===== src/hdl/tape_fmt_pkg.sv =====
package tape_fmt_pkg;
  // Word and track geometry
  localparam int WORD_BITS  = 9;
  localparam int TRACKS     = 11;
  // Zero-based track positions (track n sits at index n-1)
  localparam int TRK_BIT9   = 0;
  localparam int TRK_BIT1   = 1;
  localparam int TRK_BIT5   = 6;
  localparam int TRK_CLOCK  = 5;
  localparam int TRK_FRAME  = 10;
  // Timing: record pulse length, leading to trailing edge
  localparam int CLK_PERIOD_NS   = 10;
  localparam int REC_PULSE_NS    = 1000;
  localparam int REC_PULSE_CYC   = (REC_PULSE_NS / CLK_PERIOD_NS < 1) ? 1 :
                                   REC_PULSE_NS / CLK_PERIOD_NS;
  localparam int CNT_W           = 7;
  localparam logic [CNT_W-1:0] REC_CNT_LOAD = CNT_W'(REC_PULSE_CYC - 1);
  // Reset values
  localparam logic [TRACKS-1:0] TRACK_RST = 11'h000;
  localparam logic              LATCH_RST = 1'b0;
endpackage : tape_fmt_pkg


===== src/hdl/tape_record_formatter.sv =====
`timescale 1ns/100ps
module tape_record_formatter (
  input  wire logic                                clk_in,
  input  wire logic                                sys_rst_in,
  input  wire logic                                conv_done_in,
  input  wire logic                                frame_sync_in,
  input  wire logic [tape_fmt_pkg::WORD_BITS-1:0]  data_word_in,
  output logic      [tape_fmt_pkg::TRACKS-1:0]     head_pos_out,
  output logic      [tape_fmt_pkg::TRACKS-1:0]     head_neg_out,
  output logic                                     record_pulse_out,
  output logic                                     frame_latch_out
);

  // Track input vector from word, clock and frame latch
  function automatic logic [tape_fmt_pkg::TRACKS-1:0] track_map(
    input logic [tape_fmt_pkg::WORD_BITS-1:0] word,
    input logic                               latch
  );
    logic [tape_fmt_pkg::TRACKS-1:0] t;
    t = '0;
    t[tape_fmt_pkg::TRK_BIT9]  = word[8];
    t[tape_fmt_pkg::TRK_BIT1 +: 4] = word[3:0];
    t[tape_fmt_pkg::TRK_CLOCK] = 1'b1;
    t[tape_fmt_pkg::TRK_BIT5 +: 4] = word[7:4];
    t[tape_fmt_pkg::TRK_FRAME] = latch;
    return t;
  endfunction : track_map

  // Input synchronisers (stage 1 read only by stage 2)
  logic [tape_fmt_pkg::WORD_BITS-1:0] data_s1_r;
  logic [tape_fmt_pkg::WORD_BITS-1:0] data_s2_r;
  logic                               conv_s1_r;
  logic                               conv_s2_r;
  logic                               conv_s3_r;
  logic                               fs_s1_r;
  logic                               fs_s2_r;
  logic                               fs_s3_r;

  // Two-flop sync of the pins plus one delay stage for edge detection
  always_ff @(posedge clk_in or posedge sys_rst_in) begin
    if (sys_rst_in) begin
      data_s1_r <= '0;
      data_s2_r <= '0;
      conv_s1_r <= 1'b0;
      conv_s2_r <= 1'b0;
      conv_s3_r <= 1'b0;
      fs_s1_r   <= 1'b0;
      fs_s2_r   <= 1'b0;
      fs_s3_r   <= 1'b0;
    end else begin
      data_s1_r <= data_word_in;   // One means level below threshold
      data_s2_r <= data_s1_r;
      conv_s1_r <= conv_done_in;
      conv_s2_r <= conv_s1_r;
      conv_s3_r <= conv_s2_r;
      fs_s1_r   <= frame_sync_in;
      fs_s2_r   <= fs_s1_r;
      fs_s3_r   <= fs_s2_r;
    end
  end

  // Edge events
  logic conv_rise;
  logic fs_rise;
  logic lead;
  logic trail;

  logic                             pulse_r;
  logic                             pulse_nxt;
  logic [tape_fmt_pkg::CNT_W-1:0]   cnt_r;
  logic [tape_fmt_pkg::CNT_W-1:0]   cnt_nxt;
  logic                             latch_r;
  logic                             latch_nxt;
  logic [tape_fmt_pkg::TRACKS-1:0]  trk_in;
  logic [tape_fmt_pkg::TRACKS-1:0]  state_r;
  logic [tape_fmt_pkg::TRACKS-1:0]  state_nxt;
  logic [tape_fmt_pkg::TRACKS-1:0]  neg_r;

  // Conversion word settles ahead of its pulse, so the synced word is stable here
  assign conv_rise = conv_s2_r & ~conv_s3_r;
  assign fs_rise   = fs_s2_r & ~fs_s3_r;
  assign lead      = conv_rise & ~pulse_r;
  assign trail     = pulse_r & (cnt_r == '0);
  assign trk_in    = track_map(data_s2_r, latch_r);

  // Record pulse generator: one pulse per conversion edge, edges during a pulse ignored
  always_comb begin
    pulse_nxt = pulse_r;
    cnt_nxt   = cnt_r;
    if (lead) begin
      pulse_nxt = 1'b1;
      cnt_nxt   = tape_fmt_pkg::REC_CNT_LOAD;
    end else if (trail) begin
      pulse_nxt = 1'b0;
    end else if (pulse_r) begin
      cnt_nxt   = cnt_r - tape_fmt_pkg::CNT_W'(1);
    end
  end

  // Frame sync latch: set wins over the trailing-edge clear
  always_comb begin
    latch_nxt = latch_r;
    if (fs_rise) begin
      latch_nxt = 1'b1;
    end else if (trail) begin
      latch_nxt = 1'b0;
    end
  end

  // Per-track NRZ toggle: flip only on a one coinciding with the record pulse
  always_comb begin
    state_nxt = state_r;
    if (lead) begin
      state_nxt = state_r ^ trk_in;
    end
  end

  // State registers
  always_ff @(posedge clk_in or posedge sys_rst_in) begin
    if (sys_rst_in) begin
      pulse_r <= 1'b0;
      cnt_r   <= '0;
      latch_r <= tape_fmt_pkg::LATCH_RST;
      state_r <= tape_fmt_pkg::TRACK_RST;
      neg_r   <= ~tape_fmt_pkg::TRACK_RST;
    end else begin
      pulse_r <= pulse_nxt;
      cnt_r   <= cnt_nxt;
      latch_r <= latch_nxt;
      state_r <= state_nxt;
      neg_r   <= ~state_nxt;
    end
  end

  // Outputs straight from flip-flops
  assign head_pos_out     = state_r;
  assign head_neg_out     = neg_r;
  assign record_pulse_out = pulse_r;
  assign frame_latch_out  = latch_r;
endmodule : tape_record_formatter


===== config.mk =====
export PLATFORM = sky130hd
export DESIGN_NAME = tape_record_formatter
export DESIGN_NICKNAME = d
export VERILOG_FILES = /design/src/hdl/tape_fmt_pkg.sv /design/src/hdl/tape_record_formatter.sv
export SDC_FILE = /design/constraint.sdc
export NUM_CORES = 1
export LEC_CHECK = 0
export ABC_AREA = 1
export BUFFER_PORTS_ARGS = -buffer_cell sky130_fd_sc_hd__buf_2
export CAP_MARGIN = 20
export CORE_UTILIZATION = 45
export CTS_CLUSTER_SIZE = 30
export DETAILED_ROUTE_END_ITERATION = 12
export GPL_TIMING_DRIVEN = 0
export PLACE_DENSITY_LB_ADDON = 0.15
export REMOVE_ABC_BUFFERS = 1
export SLEW_MARGIN = 10
export SYNTH_ARGS = -nofsm -noshare
export SYNTH_HDL_FRONTEND = slang
export SYNTH_SLANG_ARGS = --single-unit

===== constraint.sdc =====
create_clock -name clk_in -period 2.2 [get_ports clk_in]
set_input_delay 0.11 -clock clk_in [delete_from_list [all_inputs] [get_ports clk_in]]
set_output_delay 0.11 -clock clk_in [all_outputs]
set_load 0.01 [all_outputs]

# Yosys cells after proc, flatten, opt, wreduce, memory -nomap -nowiden
# Index checks and enable logic that the tools add are counted.
totals:
  ff_bits: 55
  elab_cells: 36
classes:
  n_addsub: 1
  eq_ne: 1
  n_mux: 7
  bitwise: 9
  reduce_logical: 5
op_table:
  columns: ["cell", "n"]
  rows:
  - ["$mux W7", 3]
  - ["$mux W11", 1]
  - ["$not A11 Y11", 1]
  - ["$xor A11 B11 Y11", 1]
  - ["$logic_not A7 Y1", 1]
  - ["$sub A7 B1 Y7 const B", 1]
  - ["$reduce_bool A2 Y1", 3]
  - ["$and A1 B1 Y1", 4]
  - ["$mux W1", 3]
  - ["$not A1 Y1", 3]
  - ["$ne A2 B2 Y1 const B", 1]
  - ["$reduce_and A2 Y1", 1]

# Depth between registers and ports, before layout
# Gate-level depths: netlist of run 1.
depth:
  ltp_word: 5
  mapped_depth: 9

# Worst setup path before layout of run 1
# Ideal clock, no wire load.
synth_timing:
  path_kind: "reg-to-reg"
  startpoint: "register cnt_r[0] (netlist bit)"
  endpoint: "register cnt_r[1] (netlist bit)"
  arrival_ns: 1.174
  path_slack_ns: 0.905
  stages_incl_launch_ff: 10
  path_buffers: 0
  period_less_slack_ns: 1.295
  cell_sequence: "dfrtp_1 inv_1 ha_1 inv_1 nor2_1 nand3_1 nand2_2 nand2_2 nand2_1 o21ai_1"
synth_between:
  elab_chain_cells: 4
  elab_cells_between_ends: 8
synth_rtl:
  columns: ["element", "line", "rtl"]
  rows:
  - ["start: declaration", "tape_record_formatter.sv:70", "logic [tape_fmt_pkg::CNT_W-1:0] cnt_r;"]
  - ["start signal: assignment", "tape_record_formatter.sv:128", "cnt_r <= cnt_nxt;"]
  - ["$sub A7 B1 Y7 or $logic_not A7 Y1 (tied branches)", "tape_record_formatter.sv:96, tape_record_formatter.sv:83", null]
  - ["$mux W7 or $and A1 B1 Y1 (tied branches)", "tape_record_formatter.sv:95, tape_record_formatter.sv:83", null]
  - ["$mux W7 or $ne A2 B2 Y1 (tied branches)", null, null]
  - ["$mux W7 or $reduce_and A2 Y1 (tied branches)", null, null]
# Several ways; a longest one is shown, not always the timed one. The select of a mux whose other input is x is not followed.
# A chain may end at the register's enable or synchronous reset.

# Worst setup path in the final report of run 1
layout_timing:
  startpoint: "register pulse_r, in the netlist record_pulse_out"
  endpoint: "register cnt_r[0] (netlist bit)"
layout_between:
  elab_chain_cells: 4
  elab_cells_between_ends: 7
layout_rtl:
  columns: ["element", "line", "rtl"]
  rows:
  - ["start: declaration", "tape_record_formatter.sv:68", "logic pulse_r;"]
  - ["start signal: assignment", "tape_record_formatter.sv:127", "pulse_r <= pulse_nxt;"]
  - ["$not A1 Y1", "tape_record_formatter.sv:82", "assign lead = conv_rise & ~pulse_r;"]
  - ["$and A1 B1 Y1", "tape_record_formatter.sv:82", null]
  - ["$ne A2 B2 Y1 (no line) or $reduce_bool A2 Y1 (tied branches)", null, null]
  - ["$reduce_and A2 Y1 (no line)", null, null]
# Several ways; a longest one is shown, not always the timed one.

==> results of run 1 <==
stage by stage:
stage               hold WS [ns]  setup WS [ns]
floorplan                  0.141          0.761
global placement           0.218          0.229
detailed placement         0.137          0.554
CTS                        0.350          0.546
global route               0.359          0.443
finish                     0.344          0.569
worst paths after layout:
| check | from | slack (ns) | cells after the start | to |
|---|---|---|---|---|
| max reg2reg | record_pulse_out | 0.57 | 5 | cnt_r[0] |
| max | record_pulse_out | 0.57 | 5 | cnt_r[0] |
| min in group clk_in | fs_s1_r | 0.35 | 0 | fs_s2_r |
| min | sys_rst_in | 0.34 | 3 | data_s1_r[1] |
| min reg2reg | fs_s1_r | 0.35 | 0 | fs_s2_r |
| max in group asynchronous | sys_rst_in | 1.26 | 4 | head_neg_out[8] |
synth_stat cells:
cell / n
dfstp_2: 11
nor2_4: 9
nand2_1: 14
o21ai_1: 1
xor2_2: 10
xnor2_1: 1
buf_4: 1
o21ai_0: 6
xor2_1: 1
nor2_1: 8
nor2_8: 1
nor3_1: 2
nand3_1: 8
nor2_2: 1
inv_1: 33
buf_12: 1
nand2_2: 3
nand4_1: 1
inv_2: 10
dfrtp_1: 44
ha_1: 1
state kept, by name, summed over array words and instances, names as in the netlist:
| signal | cells |
|---|---|
| cnt_r | 7 |
| conv_s1_r | 1 |
| conv_s2_r | 1 |
| conv_s3_r | 1 |
| data_s1_r | 9 |
| data_s2_r | 9 |
| frame_latch_out | 1 |
| fs_s1_r | 1 |
| fs_s2_r | 1 |
| fs_s3_r | 1 |
| head_neg_out | 11 |
| head_pos_out | 11 |
| record_pulse_out | 1 |
cells by family after synthesis:
kind of cell / count (synthesis)
buf+inv: 45
simple gates: 47
xor+xnor: 12
flops: 55
fa+ha+maj: 1
compound gates: 7
report_power, final:
| group | switching, W | internal [W] | total [W] | leakage (nW) |
|---|---|---|---|---|
| registers | 0.000153 | 0.00138 | 0.00154 | 0.630 |
| logic | 0.000626 | 0.000412 | 0.00104 | 0.624 |
| clock network | 0.000332 | 0.000234 | 0.000566 | 0.0463 |
| total | 0.00111 | 0.00203 | 0.00314 | 1.30 |
routing by layer:
metal	part of all wire	track usage	vias up	wire length, um
li1	-	-	578	-
met1	0.45	0.182	584	1340
met2	0.49	0.209	24	1450
met4	0.014	0.0467	0	42
met3	0.044	0.0476	5	130
met5	0	0	-	0
layout make-up:
| cell class | instances | share of cell area |
|---|---|---|
| clock buffers | 5 | 0.0270 |
| flip-flops and latches | 55 | 0.546 |
| inverters | 43 | 0.0634 |
| clock inverters | 3 | 0.0108 |
| multi-input cells | 67 | 0.201 |
| repair buffers | 49 | 0.126 |
| well taps | 52 | 0.0256 |
worst reg2reg max path: cells and delay by family (launching register included):
family                 cells  cell delay [ns]
AND/OR/NAND/NOR            1             0.60
flip-flops                 1             0.43
AO/OA/AOI/OAI              2             0.27
buffers and inverters      2             0.22
what timing repair did:
action | in CTS | in global routing
hold buffers | 12 | 0
setup endpoints to repair | 0 | 0
hold endpoints to repair | 27 | 0
buffers inserted | 0 | 0
==> results.toml, run 1 <==
[setup_path]
critPathMaxFanout = 20
cpPeakStageDelay_ns = 0.60
critPathKind = "reg -> reg"
timing.critical_path.mode_cell = "o21ai_0"
required_ns = 2.39
cp.arrival_ns = 1.82
path_buf_inv = 2
crit_chain = "inv_2, nand2_2, inv_1, o21ai_0, o21ai_0"
cp-end-kind = "register"
crit_family = "simple AND/OR/NAND/NOR gates"
start_kind = "register"
cp_slowest_cell = "nand2_2"

[synth]
synth_mux_area_frac = 0
yosys.area.top_type = "dfrtp_1"
synth.top_cell.area_share = 0.526
yosys.area_share.adder = 0.00598
synth_top_family_by_area = "simple AND/OR/NAND/NOR gates"
syn_inst = 167
yosys.area_share.simple = 0.136
netlist_top_cells_area = "dfrtp_1, dfstp_2, xor2_2"
syn_area_mm2 = 0.00209
ys_warn_count = 0
synthXorXnorAreaFrac = 0.0861
ys_seq_elements = 55
seq_area_frac_synth = 0.664
synth_compound_area_frac = 0.0167
avgSynthCellArea_um2 = 12.5
synth_cell_types = 21

[clock_network]
cts_tree = "built"
cts_buffer_depth = 2
clk_latency_ns = 0.31
numCtsBuffers = 5
clockRootBuffer = "clkbuf_8"
ctsHtreeMaxLevel = 2
cts.sinks = 55
clkSlewWorstSetupHoldPaths_ns = 0.10
cts_resized = 0

[placement]
place_area_mm2 = 0.00233
io_buffers = 36
post-dp-hpwl_um = 2080
gp_congestion = 0.708
place_inst = 254

[sta]
finClkSkew_ns = 0.00905
hold_viol = 0
slew_violations = 0
setup_viol = 0
rsz0062_at_grt = "false"
fin_crit_sh = 0.741
worst_pin_slew_ns = 0.811
maxSlewHeadroom = 0.458
fin_crit_ns = 1.63
max_freq_ghz = 0.613
finalSetupTns_ns = 0

[finish]
stdcell_area_mm2 = 0.00255
post-route-util = 0.577
fillers = 350
final-seq-area_mm2 = 0.00139
diodes = 0
nNetsFinal = 235
final_cell_mix = "dfrtp_1, buf_2, inv_1"
multi_input_area_um2 = 513
layoutNonFillerInstCount = 274
layout-drive-gt1-share = 0.410
syn2layout_area_growth_pct = 21.7
final_common_cell = "dfrtp_1"

[die]
die_w_um = 70.2
rows = 24
die_h_um = 70.2
coreArea_mm2 = 0.00441
io_pins = 37
initial_core_util = 0.474
dieArea_mm2 = 0.00493

[routing]
drc = 0
num_vias = 1191
wl_per_cell_um = 10.8
antenna_left = 0
viasPerCell = 4.35
drtIter0Drc = 43
wl_um = 2960
first_pass_iters = 4

[power]
p_per_area_mw_per_mm2 = 1230
power_leakage_nw = 1.30
finalPower_w = 0.00314
ir_drop_mv = 0.607

[worst_hold_path]
hold_class = "in -> async"

[global_route]
grt.overflow.total = 0
grt_pass1_vias = 1127
grt_pass1_wl_um = 5150
antenna_found_initial = 0
grt_usage = 0.137
grt_max_degree = 36

[outcome]
status = "finished, final reports clean"

[job]
max_cap_viol_count = 0
Power figures use the tool's default switching activity.
==> run 2, diff against run 1 <==
- ABC_AREA: 1 -> 0
- clock period: 2.2 -> 1.55 ns (I/O delays scaled with it)
==> run 2 against run 1 <==
  * Count of clock-buffer cells in the layout increased by 1
  * Synthesized cell count decreased by 28%
  * Die area decreased by 12%
  * Critical endpoint is now cnt_r[3]
  * The flow now finishes with violations (negative setup slack)
  * Cell count decreased by 15%
  * Clock power increased by 41%
==> results.toml, run 2 <==
[setup_path]
required_ns = 1.76
path_buf_inv = 1
cp-end-kind = "register"
crit_chain = "or4_4, o21ai_4, buf_4, o211ai_1, o31ai_1"
critPathKind = "reg -> reg"
critPathMaxFanout = 4
crit_family = "simple AND/OR/NAND/NOR gates"
cpPeakStageDelay_ns = 0.57
cp_slowest_cell = "or4_4"
cp.arrival_ns = 1.81
start_kind = "register"

[clock_network]
cts_tree = "built"
clkSlewWorstSetupHoldPaths_ns = 0.10
cts_buffer_depth = 2
clockRootBuffer = "clkbuf_8"
cts.sinks = 55
numCtsBuffers = 5
ctsHtreeMaxLevel = 2
clk_latency_ns = 0.30

[synth]
avgSynthCellArea_um2 = 15.1
ys_top_cells_by_count = "dfrtp_1, nand2_1, dfstp_2, xnor2_1, xor2_1"
synth_edf_count = 0
ys_warn_count = 0
ys_seq_elements = 55
netlist_top_cells_area = "dfrtp_1, dfstp_2, xnor2_1"
syn_area_mm2 = 0.00183
synth_cell_types = 24
yosysMostFrequentCell = "dfrtp_1"
syn_inst = 121
yosys.area.top_type = "dfrtp_1"
synth.top_cell.area_share = 0.601
seq_area_frac_synth = 0.758
async_flop_share = 1.00
ys.flop_type = "dfrtp_1"

[finish]
layout-drive-gt1-share = 0.405
diodes = 0
final_common_cell = "dfrtp_1"
final_cell_mix = "dfrtp_1, buf_2, nand2_1"
fillers = 285
layoutNonFillerInstCount = 233
multi_input_area_um2 = 458
syn2layout_area_growth_pct = 31.3
nNetsFinal = 198
final-seq-area_mm2 = 0.00139
post-route-util = 0.638

[die]
dieArea_mm2 = 0.00433
die_w_um = 65.8
coreArea_mm2 = 0.00377
rows = 22
die_h_um = 65.8
initial_core_util = 0.486
io_pins = 37

[power]
p_per_area_mw_per_mm2 = 1830
power_leakage_nw = 1.07
p_seq_frac = 0.507
combPwrFrac = 0.311
p_sw_w = 0.00140
clock_power_share = 0.181
finalPower_w = 0.00442
intPower_w = 0.00301
ir_drop_mv = 1.03
swShare = 0.317

[global_route]
grt_max_degree = 43
antenna_found_initial = 0
grt.overflow.total = 0
grt_usage = 0.161
grt_pass1_wl_um = 5150
grt_pass1_vias = 1213

[placement]
post-dp-hpwl_um = 1920
gp_congestion = 0.692
place_inst = 205
io_buffers = 36

[sta]
fin_crit_sh = 1.03
timing.hold.ws_ns = 0.281
rsz0062_at_grt = "true"
worst_pin_slew_ns = 0.313
setup_viol = 2
finClkSkew_ns = 0.00783
hold_viol = 0
fin_ws_ns = -0.0478
slew_violations = 0
fin_crit_ns = 1.60
finalSetupTns_ns = -0.0893
max_freq_ghz = 0.626
maxSlewHeadroom = 0.791

[worst_hold_path]
hold_class = "in -> async"

[routing]
wl_um = 3060
first_pass_iters = 4
viasPerCell = 4.70
num_vias = 1094
wl_per_cell_um = 13.1
antenna_left = 0
drtIter0Drc = 54
drc = 0

[outcome]
violations = "negative setup slack"
status = "finished, violations left"

[job]
max_cap_viol_count = 0
## run 2: changes by cell type after synthesis, sizes merged, moves of 3 or more
cell | previous run | this run
inv | 43 | 5
nand3 | 8 | 3
nor2 | 19 | 3
o21ai | 7 | 4
o31ai | 0 | 3
xnor2 | 1 | 11
## run 2: cells by family after synthesis
group           count (synthesis)  share of synthesized area
mux                             2                     0.0136
compound gates                  9                     0.0382
fa+ha+maj                       1                    0.00682
simple gates                   27                     0.0703
buf+inv                         6                     0.0123
xor+xnor                       21                      0.100
flops                          55                      0.758
## run 2: path summary, 6_finish.rpt
check / cells past startpoint / from / end / slack, ns
min in group clk_in: 0 / data_s1_r[4] / data_s2_r[4] / 0.35
max reg2reg: 5 / cnt_r[6] / cnt_r[3] / -0.05
min reg2reg: 0 / data_s1_r[4] / data_s2_r[4] / 0.35
min: 3 / sys_rst_in / data_s1_r[8] / 0.28
max: 5 / cnt_r[6] / cnt_r[3] / -0.05
max in group asynchronous: 4 / sys_rst_in / head_neg_out[9] / 0.69
## run 2: worst min-delay path, cell delays in order
cell and delay [ns]:
dlygate4sd3_1 0.54, buf_2 0.13, inv_2 0.24
## run 2: power groups by stage
stage	clock network (W)	registers, W	logic (W)
after CTS	0.000827	0.00225	0.00127
after floorplan	0	0.00241	0.000530
after global routing	0.000884	0.00230	0.00150
after detailed placement	0	0.00229	0.00112
after global placement	0	0.00225	0.00106
final	0.000800	0.00224	0.00137
## run 2: routing by layer
metal,global-route usage,vias up,wire (um)
met4,0.0380,0,23
li1,-,511,-
met2,0.290,38,1670
met3,0.0552,2,144
met1,0.180,543,1220
met5,0,-,0
## run 2: what timing repair did
action,4_1_cts,5_1_grt
hold buffers,12,0
gates resized for setup,4,4
pin swaps,2,1
setup buffers,5,3
hold endpoints to repair,24,0
endpoints found under the setup margin,9,6
## run 2: area by class of cell
class | count | area share
inverter | 5 | 0.00780
clock buffer | 6 | 0.0343
multi-input combinational | 60 | 0.190
timing repair buffer | 57 | 0.158
sequential | 55 | 0.578
clock inverter | 2 | 0.00676
tap | 48 | 0.0250
## run 2: through the flow
| stage | cell area (um2) | setup WS (ns) |
|---|---|---|
| 6_report | 2410 | -0.0478 |
| 2_1_floorplan | 1830 | -0.0546 |
| 3_3_place_gp | 2070 | -0.378 |
| 5_1_grt | 2410 | -0.107 |
| 4_1_cts | 2360 | -0.0278 |
| 3_5_place_dp | 2090 | -0.141 |
==> run 3, diff against run 2 <==
- PLACE_DENSITY_LB_ADDON: 0.15 -> 0.2
==> run 3 against run 2 <==
  * The flow still finishes with violations (negative setup slack)
  * Via count is 0.82% higher
  * Die area unchanged
  * Count of clock-buffer cells in the layout fell by 1
  * Power fell by 3.1%
  * Clock skew about the same
  * Sequential share of layout area increased by 1.3 points
  * Fmax up 0.53%
  * Worst hold slack worse by 0.024 ns
  * Critical path depth is 1 lower
  * Non-clock buffer count decreased by 2
  * Wire length decreased by 7.3%
  * Critical path type unchanged
  * Critical endpoint is now cnt_r[0]
==> results.toml, run 3 (synthesis results as in run 2) <==
[power]
power_leakage_nw = 1.06
ir_drop_mv = 1.01
intPower_w = 0.00293
combPwrFrac = 0.293
swShare = 0.316
finalPower_w = 0.00428
clock_power_share = 0.184
p_per_area_mw_per_mm2 = 1820
p_sw_w = 0.00135
p_seq_frac = 0.524

[setup_path]
start_kind = "register"
cpPeakStageDelay_ns = 0.58
cp.arrival_ns = 1.78
cp_slowest_cell = "or4_4"
cp-end-kind = "register"
critPathMaxFanout = 4
crit_chain = "or4_4, o21ai_4, nand2_2, mux2_4"
critPathKind = "reg -> reg"
required_ns = 1.74

[sta]
setup_viol = 2
fin_ws_ns = -0.0394
slew_violations = 0
max_freq_ghz = 0.629
fin_crit_sh = 1.03
maxSlewHeadroom = 0.772
hold_viol = 0
finalSetupTns_ns = -0.0471
worst_pin_slew_ns = 0.340
timing.hold.ws_ns = 0.257
finClkSkew_ns = 0.00795
rsz0062_at_grt = "true"
fin_crit_ns = 1.59

[global_route]
grt_usage = 0.151
grt_pass1_vias = 1105
grtUsageMet3 = 0.0569
antenna_found_initial = 0
use_met1 = 0.178
grt_pass1_wl_um = 4770
grt_max_degree = 43
met2_usage = 0.254
top_usage_layer = "met2"
grt.overflow.total = 0

[die]
coreArea_mm2 = 0.00377
initial_core_util = 0.486
io_pins = 37
die_h_um = 65.8
rows = 22
dieArea_mm2 = 0.00433
die_w_um = 65.8

[clock_network]
clk_latency_ns = 0.31
ctsHtreeMaxLevel = 2
clkSlewWorstSetupHoldPaths_ns = 0.10
cts_tree = "built"
cts.sinks = 55
numCtsBuffers = 5
clockRootBuffer = "clkbuf_8"
cts_buffer_depth = 2

[finish]
final_cell_mix = "dfrtp_1, buf_2, nand2_1"
layoutNonFillerInstCount = 231
final_common_cell = "dfrtp_1"
nNetsFinal = 196
fillers = 290
diodes = 0
multi_input_area_um2 = 428
syn2layout_area_growth_pct = 28.5
final-seq-area_mm2 = 0.00139
layout-drive-gt1-share = 0.388

[placement]
gp_congestion = 0.753
place_inst = 205
io_buffers = 36
post-dp-hpwl_um = 1820

[routing]
wl_per_cell_um = 12.3
viasPerCell = 4.77
drtIter0Drc = 46
num_vias = 1103
wl_um = 2830
first_pass_iters = 4
antenna_left = 0
drc = 0

[outcome]
violations = "negative setup slack"
status = "finished, violations left"

[worst_hold_path]
hold_class = "in -> async"

[job]
max_cap_viol_count = 0
run 3: changes by cell type in the layout (fill, tap and decap cells not counted), sizes merged:
cell	delta
clkbuf	-1
inv	+1
buf	-2
run 3: cell type report:
type                            instances  share of cell area
Sequential cell                        55               0.590
Tap cell                               48              0.0255
Multi-Input combinational cell         60               0.182
Inverter                                5             0.00797
Clock inverter                          3              0.0101
Timing Repair Buffer                   55               0.155
Clock buffer                            5              0.0292
run 3: critical path, delay by kind of cell (launching register included):
family,cells,cell delay [ns]
simple gates,2,0.65
flops,1,0.39
mux,1,0.26
compound gates,1,0.19
run 3: per-layer routing:
| metal | vias to the layer above | wire [um] |
|---|---|---|
| met5 | - | 0 |
| met4 | 0 | 6 |
| met3 | 2 | 147 |
| met2 | 30 | 1510 |
| met1 | 561 | 1170 |
| li1 | 510 | - |
run 3: power groups by stage:
stage	clock, W	combinational, W	sequential, W
2_1_floorplan	0	0.000530	0.00241
3_3_place_gp	0	0.00107	0.00225
3_5_place_dp	0	0.00111	0.00229
4_1_cts	0.000817	0.00123	0.00225
5_1_grt	0.000881	0.00140	0.00230
6_report	0.000786	0.00125	0.00224
run 3: path summary, 6_finish.rpt:
kind,cells past startpoint,slack (ns),to,startpoint
setup / recovery,4,-0.04,cnt_r[0],cnt_r[3]
hold / removal,3,0.26,data_s1_r[2],sys_rst_in
setup reg to reg,4,-0.04,cnt_r[0],cnt_r[3]
hold reg to reg,0,0.36,data_s2_r[7],data_s1_r[7]
max in group asynchronous,4,0.73,head_neg_out[0],sys_rst_in
min in group clk_in,0,0.36,data_s2_r[7],data_s1_r[7]
run 3: through the flow:
| stage | area [um2] | setup slack (ns) | utilization |
|---|---|---|---|
| after CTS | 2340 | -0.0313 | 0.620 |
| after global placement | 2070 | -0.373 | 0.549 |
| final | 2350 | -0.0394 | 0.624 |
| after floorplan | 1830 | -0.0546 | - |
| after detailed placement | 2090 | -0.133 | 0.554 |
| after global routing | 2350 | -0.106 | 0.624 |
run 3: timing repair:
| item | 4_1_cts | 5_1_grt |
|---|---|---|
| endpoints found under the setup margin | 9 | 6 |
| hold buffers | 12 | 0 |
| pin swaps | 4 | 0 |
| hold endpoints to repair | 24 | 0 |
| buffers inserted | 4 | 2 |
| gates resized for setup | 4 | 0 |
| gates cloned | 0 | 0 |
